$ cat config.mk
export PLATFORM = sky130hd
export DESIGN_NAME = cpu_register_set_flags
export DESIGN_NICKNAME = d
export VERILOG_FILES = /design/src/pkg/cpu_regset_pkg.sv /design/src/rtl/cpu_register_set_flags.sv
export VERILOG_INCLUDE_DIRS = /design/src /design/src/pkg
export SDC_FILE = /design/constraint.sdc
export NUM_CORES = 1
export LEC_CHECK = 0
export ABC_CLOCK_PERIOD_IN_PS = 2300
export BUFFER_PORTS_ARGS = -buffer_cell sky130_fd_sc_hd__buf_2
export CAP_MARGIN = 20
export CELL_PAD_IN_SITES_DETAIL_PLACEMENT = 0
export CELL_PAD_IN_SITES_GLOBAL_PLACEMENT = 2
export CORE_ASPECT_RATIO = 1.2
export CORE_MARGIN = 2
export CORE_UTILIZATION = 24
export DETAILED_ROUTE_END_ITERATION = 8
export PLACE_DENSITY = 0.81
export SETUP_SLACK_MARGIN = 0.4
export SKIP_LAST_GASP = 1
export SYNTH_ARGS = -nofsm -noshare
export SYNTH_HDL_FRONTEND = slang
export SYNTH_SLANG_ARGS = --single-unit
$ cat constraint.sdc
create_clock -name i_sys_clk -period 2.3 [get_ports i_sys_clk]
set_input_delay 0.23 -clock i_sys_clk [delete_from_list [all_inputs] [get_ports i_sys_clk]]
set_output_delay 0.23 -clock i_sys_clk [all_outputs]
set_load 0.02 [all_outputs]
$ cat src/pkg/cpu_regset_regs.svh
// constants for the cpu register set: reset values, field positions, stack page
`ifndef CPU_REGSET_REGS_SVH
`define CPU_REGSET_REGS_SVH
`define SP_RESET_VAL 6'h3f
`define SP_PAGE_BITS 10'h003
`define SP_LOW_ADDR 16'h00c0
`define SP_HIGH_ADDR 16'h00ff
`define CC_UPPER_ONES 3'h7
`define CC_BIT_C 0
`define CC_BIT_Z 1
`define CC_BIT_N 2
`define CC_BIT_I 3
`define CC_BIT_H 4
`define CALL_PUSH_BYTES 3'h2
`define IRQ_PUSH_BYTES 3'h5
`define INDEX_HIGH_BYTE 8'h00
`endif

$ cat src/pkg/cpu_regset_pkg.sv
// types for the cpu register set
package cpu_regset_pkg;
   // flag group of the condition code register
   typedef struct packed {
      logic h;
      logic i;
      logic n;
      logic z;
      logic c;
   } cc_flags_t;
   // kind of alu result being committed
   typedef enum logic [2:0] {
      alu_none  = 3'h0,
      alu_add   = 3'h1,
      alu_logic = 3'h2,
      alu_load  = 3'h3,
      alu_incdec = 3'h4,
      alu_shift = 3'h5,
      alu_btest = 3'h6
   } alu_kind_t;
   // index addressing mode
   typedef enum logic [1:0] {
      idx_none = 2'h0,
      idx_off8 = 2'h1,
      idx_off16 = 2'h2
   } idx_mode_t;
   // alu result bundle
   typedef struct packed {
      alu_kind_t kind;
      logic [7:0] value;
      logic carry;
      logic half;
      logic to_acc;
      logic to_index;
   } alu_result_t;
endpackage

$ cat src/rtl/cpu_register_set_flags.sv
// cpu programming-model registers: accumulator, index, stack pointer, pc and flags
//
// Overview of operation
// - stack pointer keeps six live bits; pushing below 0x00c0 wraps to 0x00ff
// - reset and reset-stack instruction load stack pointer with 0x00ff
// - stack pointer points at next free slot; push decrements, pull increments
// - stack address is fixed ten-bit page pattern with six pointer bits below
// - stack has 64 slots; overflow wraps silently and overwrites old bytes
// - subroutine call pushes two bytes, interrupt entry pushes five
// - accumulator is 8 bits and is not changed by reset
// - index register is 8 bits and is not changed by reset
// - indexed without offset: low byte from index, high byte zero
// - indexed with offset: index plus 8- or 16-bit immediate offset
// - program counter is 16 bits, increments per fetch unless loaded
// - five flag bits low, upper three bits read as one
// - reset sets interrupt mask and leaves other flags alone
// - half carry set by carry from bit 3 into bit 4 on add
// - hardware interrupt held pending while mask set, taken once clear
// - interrupt entry sets mask after stacking, before vector fetch
// - return from interrupt restores flags, accumulator and index including the mask; pc and stack pointer are not restored
// - after reset mask is cleared only by clear-mask or wait instruction, or by return from interrupt
// - negative flag equals bit 7 of last result other than a bit test, including loads
// - zero flag set when last result other than a bit test is all zeros
// - carry from bit 7 on arithmetic; shifts and bit tests too; not inc/dec
`include "cpu_regset_regs.svh"
module cpu_register_set_flags
   import cpu_regset_pkg::*;
(
   // clock and reset
   input wire logic i_sys_clk,
   input wire logic i_rst,
   // sequencer: stack and pc control
   input wire logic i_reset_stack_instr,
   input wire logic i_push,
   input wire logic i_pull,
   input wire logic i_pc_inc,
   input wire logic i_pc_load,
   input wire logic [15:0] i_pc_value,
   // sequencer: alu results and flag instructions
   input wire alu_result_t i_alu,
   input wire logic i_clear_mask_instr,
   input wire logic i_wait_instr,
   input wire logic i_set_mask_instr,
   // interrupt flow
   input wire logic i_irq_req,
   input wire logic i_irq_stacked,
   input wire logic i_return_from_irq_instr,
   input wire logic [4:0] i_pulled_cc,
   input wire logic [7:0] i_pulled_acc,
   input wire logic [7:0] i_pulled_index,
   // index addressing
   input wire idx_mode_t i_idx_mode,
   input wire logic [15:0] i_idx_offset,
   // register views
   output logic [7:0] o_acc,
   output logic [7:0] o_index,
   output logic [15:0] o_stack_addr,
   output logic [15:0] o_pc,
   output logic [7:0] o_cc,
   output logic [15:0] o_idx_addr,
   output logic o_irq_take
);

   logic [5:0] sp;
   logic [5:0] next_sp;
   logic [15:0] next_pc;
   logic [7:0] next_acc;
   logic [7:0] next_index;
   cc_flags_t cc;
   cc_flags_t next_cc;
   logic [15:0] next_idx_addr;
   logic next_irq_take;
   logic irq_pending;
   logic next_irq_pending;

   // stack address from page pattern and pointer
   function automatic logic [15:0] stack_addr(input logic [5:0] p);
      stack_addr = {`SP_PAGE_BITS, p};
   endfunction

   // all-zero test shared by every alu result kind that updates the zero flag
   function automatic logic is_zero(input logic [7:0] v);
      is_zero = (v == 8'h00);
   endfunction

   // stack pointer and program counter next values
   always_comb begin
      next_sp = sp;
      if (i_reset_stack_instr) begin
         next_sp = `SP_RESET_VAL;
      end else if (i_push && !i_pull) begin
         next_sp = sp - 6'h01;
      end else if (i_pull && !i_push) begin
         next_sp = sp + 6'h01;
      end
      next_pc = o_pc;
      if (i_pc_load) begin
         next_pc = i_pc_value;
      end else if (i_pc_inc) begin
         next_pc = o_pc + 16'h0001;
      end
   end

   // accumulator and index next values
   always_comb begin
      next_acc = o_acc;
      next_index = o_index;
      if (i_return_from_irq_instr) begin
         next_acc = i_pulled_acc;
         next_index = i_pulled_index;
      end else begin
         if (i_alu.to_acc && i_alu.kind != alu_none) begin
            next_acc = i_alu.value;
         end
         if (i_alu.to_index && i_alu.kind != alu_none) begin
            next_index = i_alu.value;
         end
      end
   end

   // condition flags next values
   always_comb begin
      next_cc = cc;
      if (i_return_from_irq_instr) begin
         next_cc = cc_flags_t'(i_pulled_cc);
      end else begin
         if (i_irq_stacked || i_set_mask_instr) begin
            next_cc.i = 1'b1;
         end else if (i_clear_mask_instr || i_wait_instr) begin
            next_cc.i = 1'b0;
         end
         case (i_alu.kind)
            alu_add: begin
               next_cc.h = i_alu.half;
               next_cc.c = i_alu.carry;
               next_cc.n = i_alu.value[7];
               next_cc.z = is_zero(i_alu.value);
            end
            alu_shift, alu_btest: begin
               next_cc.c = i_alu.carry;
               if (i_alu.kind == alu_shift) begin
                  next_cc.n = i_alu.value[7];
                  next_cc.z = is_zero(i_alu.value);
               end
            end
            alu_logic, alu_load, alu_incdec: begin
               next_cc.n = i_alu.value[7];
               next_cc.z = is_zero(i_alu.value);
            end
            default: begin
            end
         endcase
      end
   end

   // interrupt pending latch and take decision
   always_comb begin
      next_irq_pending = irq_pending | i_irq_req;
      if (o_irq_take) begin
         next_irq_pending = i_irq_req;
      end
      next_irq_take = (irq_pending | i_irq_req) && !next_cc.i && !o_irq_take;
   end

   // index address arithmetic
   always_comb begin
      case (i_idx_mode)
         idx_off8: next_idx_addr = {8'h00, next_index} + {8'h00, i_idx_offset[7:0]};
         idx_off16: next_idx_addr = {8'h00, next_index} + i_idx_offset;
         default: next_idx_addr = {`INDEX_HIGH_BYTE, next_index};
      endcase
   end

   // register update; acc, index and four flags are kept across reset
   always_ff @(posedge i_sys_clk) begin
      o_acc <= next_acc;
      o_index <= next_index;
      o_idx_addr <= next_idx_addr;
      cc.h <= next_cc.h;
      cc.n <= next_cc.n;
      cc.z <= next_cc.z;
      cc.c <= next_cc.c;
      o_cc <= {`CC_UPPER_ONES, next_cc};
      if (i_rst) begin
         sp <= `SP_RESET_VAL;
         o_stack_addr <= `SP_HIGH_ADDR;
         o_pc <= 16'h0000;
         cc.i <= 1'b1;
         o_cc <= {`CC_UPPER_ONES, cc.h, 1'b1, cc.n, cc.z, cc.c};
         irq_pending <= 1'b0;
         o_irq_take <= 1'b0;
      end else begin
         sp <= next_sp;
         o_stack_addr <= stack_addr(next_sp);
         o_pc <= next_pc;
         cc.i <= next_cc.i;
         irq_pending <= next_irq_pending;
         o_irq_take <= next_irq_take;
      end
   end

   // checks
   property p_sp_push;
      @(posedge i_sys_clk) disable iff (i_rst)
      (i_push && !i_pull && !i_reset_stack_instr) |=> (sp == $past(sp) - 6'h01);
   endproperty
   a_sp_push: assert property (p_sp_push) else $error("push did not decrement");
   property p_sp_wrap;
      @(posedge i_sys_clk) disable iff (i_rst)
      (sp == 6'h00 && i_push && !i_pull && !i_reset_stack_instr) |=> (o_stack_addr == `SP_HIGH_ADDR);
   endproperty
   a_sp_wrap: assert property (p_sp_wrap) else $error("stack did not wrap");
   property p_rsp;
      @(posedge i_sys_clk) i_reset_stack_instr |=> (o_stack_addr == `SP_HIGH_ADDR);
   endproperty
   a_rsp: assert property (p_rsp) else $error("reset stack failed");
   property p_range;
      @(posedge i_sys_clk) disable iff (i_rst)
      (o_stack_addr >= `SP_LOW_ADDR) && (o_stack_addr <= `SP_HIGH_ADDR);
   endproperty
   a_range: assert property (p_range) else $error("stack address outside page");
   property p_upper;
      @(posedge i_sys_clk) disable iff (i_rst)
      o_cc[7:5] == `CC_UPPER_ONES;
   endproperty
   a_upper: assert property (p_upper) else $error("upper flag bits not ones");
   property p_rst_mask;
      @(posedge i_sys_clk) i_rst |=> o_cc[`CC_BIT_I];
   endproperty
   a_rst_mask: assert property (p_rst_mask) else $error("reset did not set the mask");
   // the four result flags held at reset entry must come through it unchanged
   property p_rst_keep;
      @(posedge i_sys_clk) (i_rst && !$past(i_rst))
      |=> ({o_cc[`CC_BIT_H], o_cc[`CC_BIT_N], o_cc[`CC_BIT_Z], o_cc[`CC_BIT_C]} == $past({cc.h, cc.n, cc.z, cc.c}));
   endproperty
   a_rst_keep: assert property (p_rst_keep) else $error("reset changed a result flag");
   property p_mask_hold;
      @(posedge i_sys_clk) disable iff (i_rst)
      (cc.i && !i_clear_mask_instr && !i_wait_instr && !i_return_from_irq_instr) |=> cc.i;
   endproperty
   a_mask_hold: assert property (p_mask_hold) else $error("mask cleared illegally");
   property p_no_take_masked;
      @(posedge i_sys_clk) disable iff (i_rst) o_irq_take |-> !cc.i;
   endproperty
   a_no_take_masked: assert property (p_no_take_masked) else $error("irq taken while masked");
   property p_stacked_mask;
      @(posedge i_sys_clk) disable iff (i_rst)
      (i_irq_stacked && !i_return_from_irq_instr) |=> o_cc[`CC_BIT_I];
   endproperty
   a_stacked_mask: assert property (p_stacked_mask) else $error("mask not set at entry");
   property p_zero;
      @(posedge i_sys_clk) disable iff (i_rst)
      (i_alu.kind == alu_load && !i_return_from_irq_instr) |=> (o_cc[`CC_BIT_Z] == ($past(i_alu.value) == 8'h00));
   endproperty
   a_zero: assert property (p_zero) else $error("zero flag wrong");

   // flag updates committed by the sequencer
   property p_half;
      @(posedge i_sys_clk) disable iff (i_rst)
      (i_alu.kind == alu_add && !i_return_from_irq_instr) |=> (o_cc[`CC_BIT_H] == $past(i_alu.half));
   endproperty
   a_half: assert property (p_half) else $error("half carry flag wrong");
   property p_neg;
      @(posedge i_sys_clk) disable iff (i_rst)
      ((i_alu.kind inside {alu_add, alu_logic, alu_load}) && !i_return_from_irq_instr)
      |=> (o_cc[`CC_BIT_N] == $past(i_alu.value[7]));
   endproperty
   a_neg: assert property (p_neg) else $error("negative flag wrong");
   property p_incdec_carry;
      @(posedge i_sys_clk) disable iff (i_rst)
      (i_alu.kind == alu_incdec && !i_return_from_irq_instr) |=> (o_cc[`CC_BIT_C] == $past(cc.c));
   endproperty
   a_incdec_carry: assert property (p_incdec_carry) else $error("inc or dec touched carry");

   // return from interrupt restores flags, accumulator and index together
   property p_rti;
      @(posedge i_sys_clk) disable iff (i_rst)
      i_return_from_irq_instr |=> (o_cc[4:0] == $past(i_pulled_cc)) && (o_acc == $past(i_pulled_acc))
         && (o_index == $past(i_pulled_index));
   endproperty
   a_rti: assert property (p_rti) else $error("return did not restore registers");

   // stack frames: a call moves the pointer down two, an interrupt entry five
   property p_call_frame;
      @(posedge i_sys_clk) disable iff (i_rst)
      (i_push && !i_pull && !i_reset_stack_instr)[*2] |=> (sp == $past(sp, 2) - {3'h0, `CALL_PUSH_BYTES});
   endproperty
   a_call_frame: assert property (p_call_frame) else $error("call frame depth wrong");
   property p_irq_frame;
      @(posedge i_sys_clk) disable iff (i_rst)
      (i_push && !i_pull && !i_reset_stack_instr)[*5] |=> (sp == $past(sp, 5) - {3'h0, `IRQ_PUSH_BYTES});
   endproperty
   a_irq_frame: assert property (p_irq_frame) else $error("interrupt frame depth wrong");

   // program counter step and plain indexed address
   property p_pc_step;
      @(posedge i_sys_clk) disable iff (i_rst)
      (i_pc_inc && !i_pc_load) |=> (o_pc == $past(o_pc) + 16'h0001);
   endproperty
   a_pc_step: assert property (p_pc_step) else $error("pc did not step by one");
   property p_idx_plain;
      @(posedge i_sys_clk) disable iff (i_rst)
      (i_idx_mode == idx_none) |=> (o_idx_addr == {`INDEX_HIGH_BYTE, o_index});
   endproperty
   a_idx_plain: assert property (p_idx_plain) else $error("plain indexed address wrong");

   // main scenarios worth seeing at least once
   c_wrap: cover property (@(posedge i_sys_clk) sp == 6'h00 ##1 sp == 6'h3f);
   c_take: cover property (@(posedge i_sys_clk) o_irq_take);
   c_rti: cover property (@(posedge i_sys_clk) i_return_from_irq_instr);
   c_irq_frame: cover property (@(posedge i_sys_clk) disable iff (i_rst) (i_push && !i_pull)[*5]);
endmodule

# After elaboration in Yosys (flattened, before gate mapping)
# Index checks and enable logic that the tools add are counted.
[totals] out_inout_bits=73 ff_bits=78 word_cells=66 in_bits=83
[op_classes] eq_ne=8 n_addsub=5 reduce_logical=19 n_mux=19 bitwise_logic=1
[op_table] operator="16-bit two-way mux" n=2
[op_table] operator="8-bit two-way mux" n=4
[op_table] operator="16-bit one-hot mux with 2 select lines" n=1
[op_table] operator="6-bit two-way mux" n=3
[op_table] operator="16-bit by 1-bit adder with 16-bit output (second input constant)" n=1
[op_table] operator="8-bit by 16-bit adder with 16-bit output" n=1
[op_table] operator="5-bit two-way mux" n=2
[op_table] operator="8-bit by 8-bit adder with 9-bit output" n=1
[op_table] operator="3-bit equality test (second input constant)" n=3
[op_table] operator="8-bit logical NOT" n=1
[op_table] operator="6-bit by 1-bit adder with 6-bit output (second input constant)" n=1
[op_table] operator="3-bit by 2-bit equality test with 1-bit output (second input constant)" n=2
[op_table] operator="1-bit logical AND" n=6
[op_table] operator="6-bit by 1-bit subtractor with 6-bit output (second input constant)" n=1
[op_table] operator="1-bit two-way mux" n=5
[op_table] operator="1-bit logical NOT" n=4
[op_table] operator="2-bit one-hot mux with 2 select lines" n=1
[op_table] operator="2-bit nonzero test" n=2
[op_table] operator="4-bit OR reduction" n=1
[op_table] operator="3-bit by 1-bit equality test with 1-bit output (second input constant)" n=1
[op_table] operator="3-bit nonzero test" n=1
[op_table] operator="3-bit OR reduction" n=1
[op_table] operator="2-bit by 1-bit equality test with 1-bit output (second input constant)" n=1
[op_table] operator="2-bit equality test (second input constant)" n=1
[op_table] operator="other kinds (4)" n=5

# Depth between registers and ports, before layout
[logic_depth] depth_word=7 mapped_depth=10 mapped_depth_nobuf=9

# Worst setup path after synthesis
# No wires, ideal clock.
[synth_timing] path_kind="input -> register" start="input i_alu[14] (netlist name)" end="register o_idx_addr[14]" setup_slack_ps=-155 arrival_time_ps=2384 cell_stages=9 n_path_buf=0 setup_time_ps=72 required_time_ps=2228 path_cell_list="o31ai_4 > mux2i_1 > o21ai_1 > ha_1 > fa_1 > nand3_1 > a211o_1 > a2111oi_2 > mux2i_1"
[synth_between] elab_chain_len=6
[synth_lines] item="start: declaration" line="cpu_register_set_flags.sv:40" text="input wire alu_result_t i_alu,"
[synth_lines] item="3-bit nonzero test" line="cpu_register_set_flags.sv:115" text="if (i_alu.to_index && i_alu.kind != alu_none) begin"
[synth_lines] item="1-bit logical AND" line="cpu_register_set_flags.sv:115"
[synth_lines] item="8-bit two-way mux" line="cpu_register_set_flags.sv:115"
[synth_lines] item="8-bit two-way mux" line="cpu_register_set_flags.sv:108" text="if (i_return_from_irq_instr) begin"
[synth_lines] item="named net next_index[0]" line="cpu_register_set_flags.sv:68" text="logic [7:0] next_index;"
[synth_lines] item="8-bit by 16-bit adder with 16-bit output" line="cpu_register_set_flags.sv:169" text="idx_off16: next_idx_addr = {8'h00, next_index} + i_idx_offset;"
[synth_lines] item="16-bit one-hot mux with 2 select lines" line="cpu_register_set_flags.sv:167" text="case (i_idx_mode)"
[synth_lines] item="named net next_idx_addr[14]" line="cpu_register_set_flags.sv:71" text="logic [15:0] next_idx_addr;"
[synth_lines] item="end signal: assignment" line="cpu_register_set_flags.sv:178" text="o_idx_addr <= next_idx_addr;"
[synth_lines] item="end: declaration" line="cpu_register_set_flags.sv:60" text="output logic [15:0] o_idx_addr,"
# The timed path passes the listed nets, and every way through them passes these cells.
# A chain may end at the register's enable or synchronous reset.

# Final worst setup path
# Ends and elaborated chain as after synthesis.

==> impl_metrics.toml <==
[placement]
dp.cells = 775
gp_congestion = 0.819
io_buffers = 142
hpwl_um = 9380

[die]
placement_rows = 49
initial_utilization_pct = 24.5
io_pins = 156
core_sq_um = 15000
fp.dieW_um = 117
die_h_um = 140
die-area_sq_um = 16300

[timing]
setup_viol = 0
finalHoldViolations = 0
period_share_pct = 96.3
max_freq_ghz = 0.452
tightest_slew_ns = 0.628
fin_skew_ns = 0.00743
rsz0062_at_grt = "yes"
maxSlewHeadroom_pct = 58.0
finalMaxSlewViolations = 0
fin_crit_ns = 2.21
whs_ns = 0.111

[synth]
yosysTopAreaCellShare_pct = 31.0
ys.flop_type = "dfxtp_1"
synthArstFlopShare_pct = 0
synth_seq_area_share_pct = 37.5
synth.most_common_cell = "dfxtp_1"
ys_ff_latch = 65
synthCells = 414
ys_warn_count = 0
synth-edff-count = 8
synth_area_per_cell_sq_um = 8.89
synth_area_leaders = "dfxtp_1 31%, edfxtp_1 6.5%, ha_1 6.1%"
synth_top_area_cell = "dfxtp_1"
syn_area_sq_um = 3680
yosys-top-cells-count = "57 x dfxtp_1, 44 x nand2_1, 28 x nor2_1"
ys_types = 56

[drt]
vias_per_cell = 4.68
vias = 3779
ant_nets = 0
highest_layer = "met4"
dr_wl_met2_um = 5900
met1_length_um = 5110
wl_um = 12100
drtIter0Drc = 158
met3_length_um = 940
dr.pass1.iters = 4
wl_per_cell_um = 15.0
drc = 0

[pwr]
vdd_drop_max_mv = 0.331
swShare_pct = 31.7
power_frac_comb_pct = 27.8
leakage_nw = 2.38
power_density_nw_per_um2 = 675
clock_power_share_pct = 36.1
power.internal_mw = 2.51
p_seq_share_pct = 36.2
total_switching_power_mw = 1.16

[setup_path]
critPathCapture = "o_idx_addr[14]"
r2r_start = "o_index[0]"
worst-r2r-cell-count = 8
crit_path_start = "i_alu[14]"
path_max_fanout = 8
cp.required_ns = 2.57
r2r_setup_slack_ns = 0.20
critPathLaunchType = "primary input"
arrival_ns = 2.48
crit_type = "primary input to flip-flop"
cp-end-kind = "flip-flop"
worstReg2RegEnd = "o_idx_addr[14]"

[global_routing]
overflow = 0
grt_pass1_vias = 3618
track_usage_pct = 14.4
grt_pass1_wl_um = 18400
grt_start_max_net_pins = 28
antenna_found_initial = 1

[worst_hold_path]
hold_class = "primary input to flip-flop"

[clocking]
clkSlewWorstSetupHoldPaths_ns = 0.06
ctsHtreeMaxLevel = 3
cts_buffer_depth = 2
cts_buffers = 9
insertion_delay_ns = 0.33
hold_buffers = 0
clock_sinks = 65
cts-root-buf = "clkbuf_16"
cts_tree = "yes"

[layout]
fillers = 1570
final_cells = 807
drive_gt1_share_pct = 42.2
nNetsFinal = 701
syn_to_final_growth_pct = 48.0

[job]
cap_viol_max_count = 0

[status]
outcome = "finished, final reports clean"
[power groups by stage]
stage | combinational, mW | sequential, mW | clock [mW]
floorplan | 0.429 | 1.47 | 0
global placement | 0.906 | 1.35 | 0
detailed placement | 0.917 | 1.35 | 0
CTS | 0.969 | 1.33 | 1.36
global route | 1.11 | 1.34 | 1.42
finish | 1.02 | 1.33 | 1.33
[final cells by class]
| class | count | area, sq um | area share (%) |
|---|---|---|---|
| inverters | 18 | 67.6 | 1.24 |
| clock buffers | 12 | 258 | 4.73 |
| clock inverters | 3 | 25.0 | 0.459 |
| diodes | 1 | 2.50 | 0.0459 |
| multi-input cells | 313 | 2330 | 42.7 |
| well taps | 204 | 255 | 4.69 |
| repair buffers | 191 | 1130 | 20.7 |
| flip-flops and latches | 65 | 1390 | 25.4 |
[cell families after synthesis]
logic type	count (synthesis)	synth area share [%]
compound gates	100	19.2
xor+xnor	16	3.81
fa+ha+maj	20	7.21
buf+inv	47	6.39
flops	65	37.5
mux	23	6.66
other cells	2	0.204
simple gates	141	19.0
[sequential cells by signal, indices dropped and copies added, names as in the netlist]
register / count
o_idx_addr: 16
o_pc: 16
irq_pending: 1
o_irq_take: 1
o_index: 8
cc: 5
sp: 6
o_cc: 4
o_acc: 8
[repair_timing]
item	4_1_cts	5_1_grt
setup buffers	12	4
cloned	0	0
pin swaps	9	20
endpoints found under the setup margin	12	18
resized for setup	17	25
[worst max-delay path, stage by stage]
cell       delay, ns
buf_8           0.10
o31ai_4         0.26
buf_12          0.17
mux2i_1         0.07
o21ai_1         0.20
ha_2            0.22
fa_2            0.23
nand3_4         0.10
a211o_4         0.37
a2111oi_4       0.30
mux2i_1         0.22
[per-stage QoR]
step | setup slack [ns] | util (%) | cell area (sq um) | TNS (ns) | total power [mW]
4_1_cts | 0.101 | 35.2 | 5290 | 0 | 3.66
6_report | 0.0857 | 36.3 | 5450 | 0 | 3.68
5_1_grt | -0.00715 | 36.3 | 5450 | -0.00715 | 3.87
2_1_floorplan | -0.155 | - | 3790 | -0.350 | 1.89
3_3_place_gp | -0.238 | 32.4 | 4860 | -1.69 | 2.26
3_5_place_dp | -0.291 | 32.4 | 4860 | -2.20 | 2.27
[routing by layer]
metal / global-route usage, % / vias to the layer above
met1: 18.1 / 1775
met2: 23.8 / 137
met5: 0 / -
met3: 3.88 / 11
met4: 4.27 / 0
li1: - / 1856
[worst min path at each step]
stage | slack [ns] | to | cells past startpoint | start
6_report | 0.11 | sp[5] | 2 | i_reset_stack_instr
3_5_place_dp | 0.43 | o_cc[1] | 2 | cc[1]
4_1_cts | 0.1 | sp[5] | 2 | i_reset_stack_instr
3_3_place_gp | 0.43 | o_cc[2] | 2 | cc[2]
5_1_grt | 0.12 | sp[5] | 2 | i_reset_stack_instr
2_1_floorplan | 0.32 | sp[5] | 1 | i_reset_stack_instr
[cell usage in the layout (no fill, tap or decap), types with 10 or more instances in the layout]
cell / instances
nor2_1: 28
dfxtp_1: 54
buf_2: 140
buf_4: 45
clkbuf_16: 10
mux2_2: 11
nand2_1: 41
xnor2_1: 11
nor2b_1: 10
conb_1: 13
inv_1: 17
nand3_1: 12
ha_1: 10
mux2i_1: 10
a21oi_1: 15
Note: power is estimated with default switching activity, not from simulation.
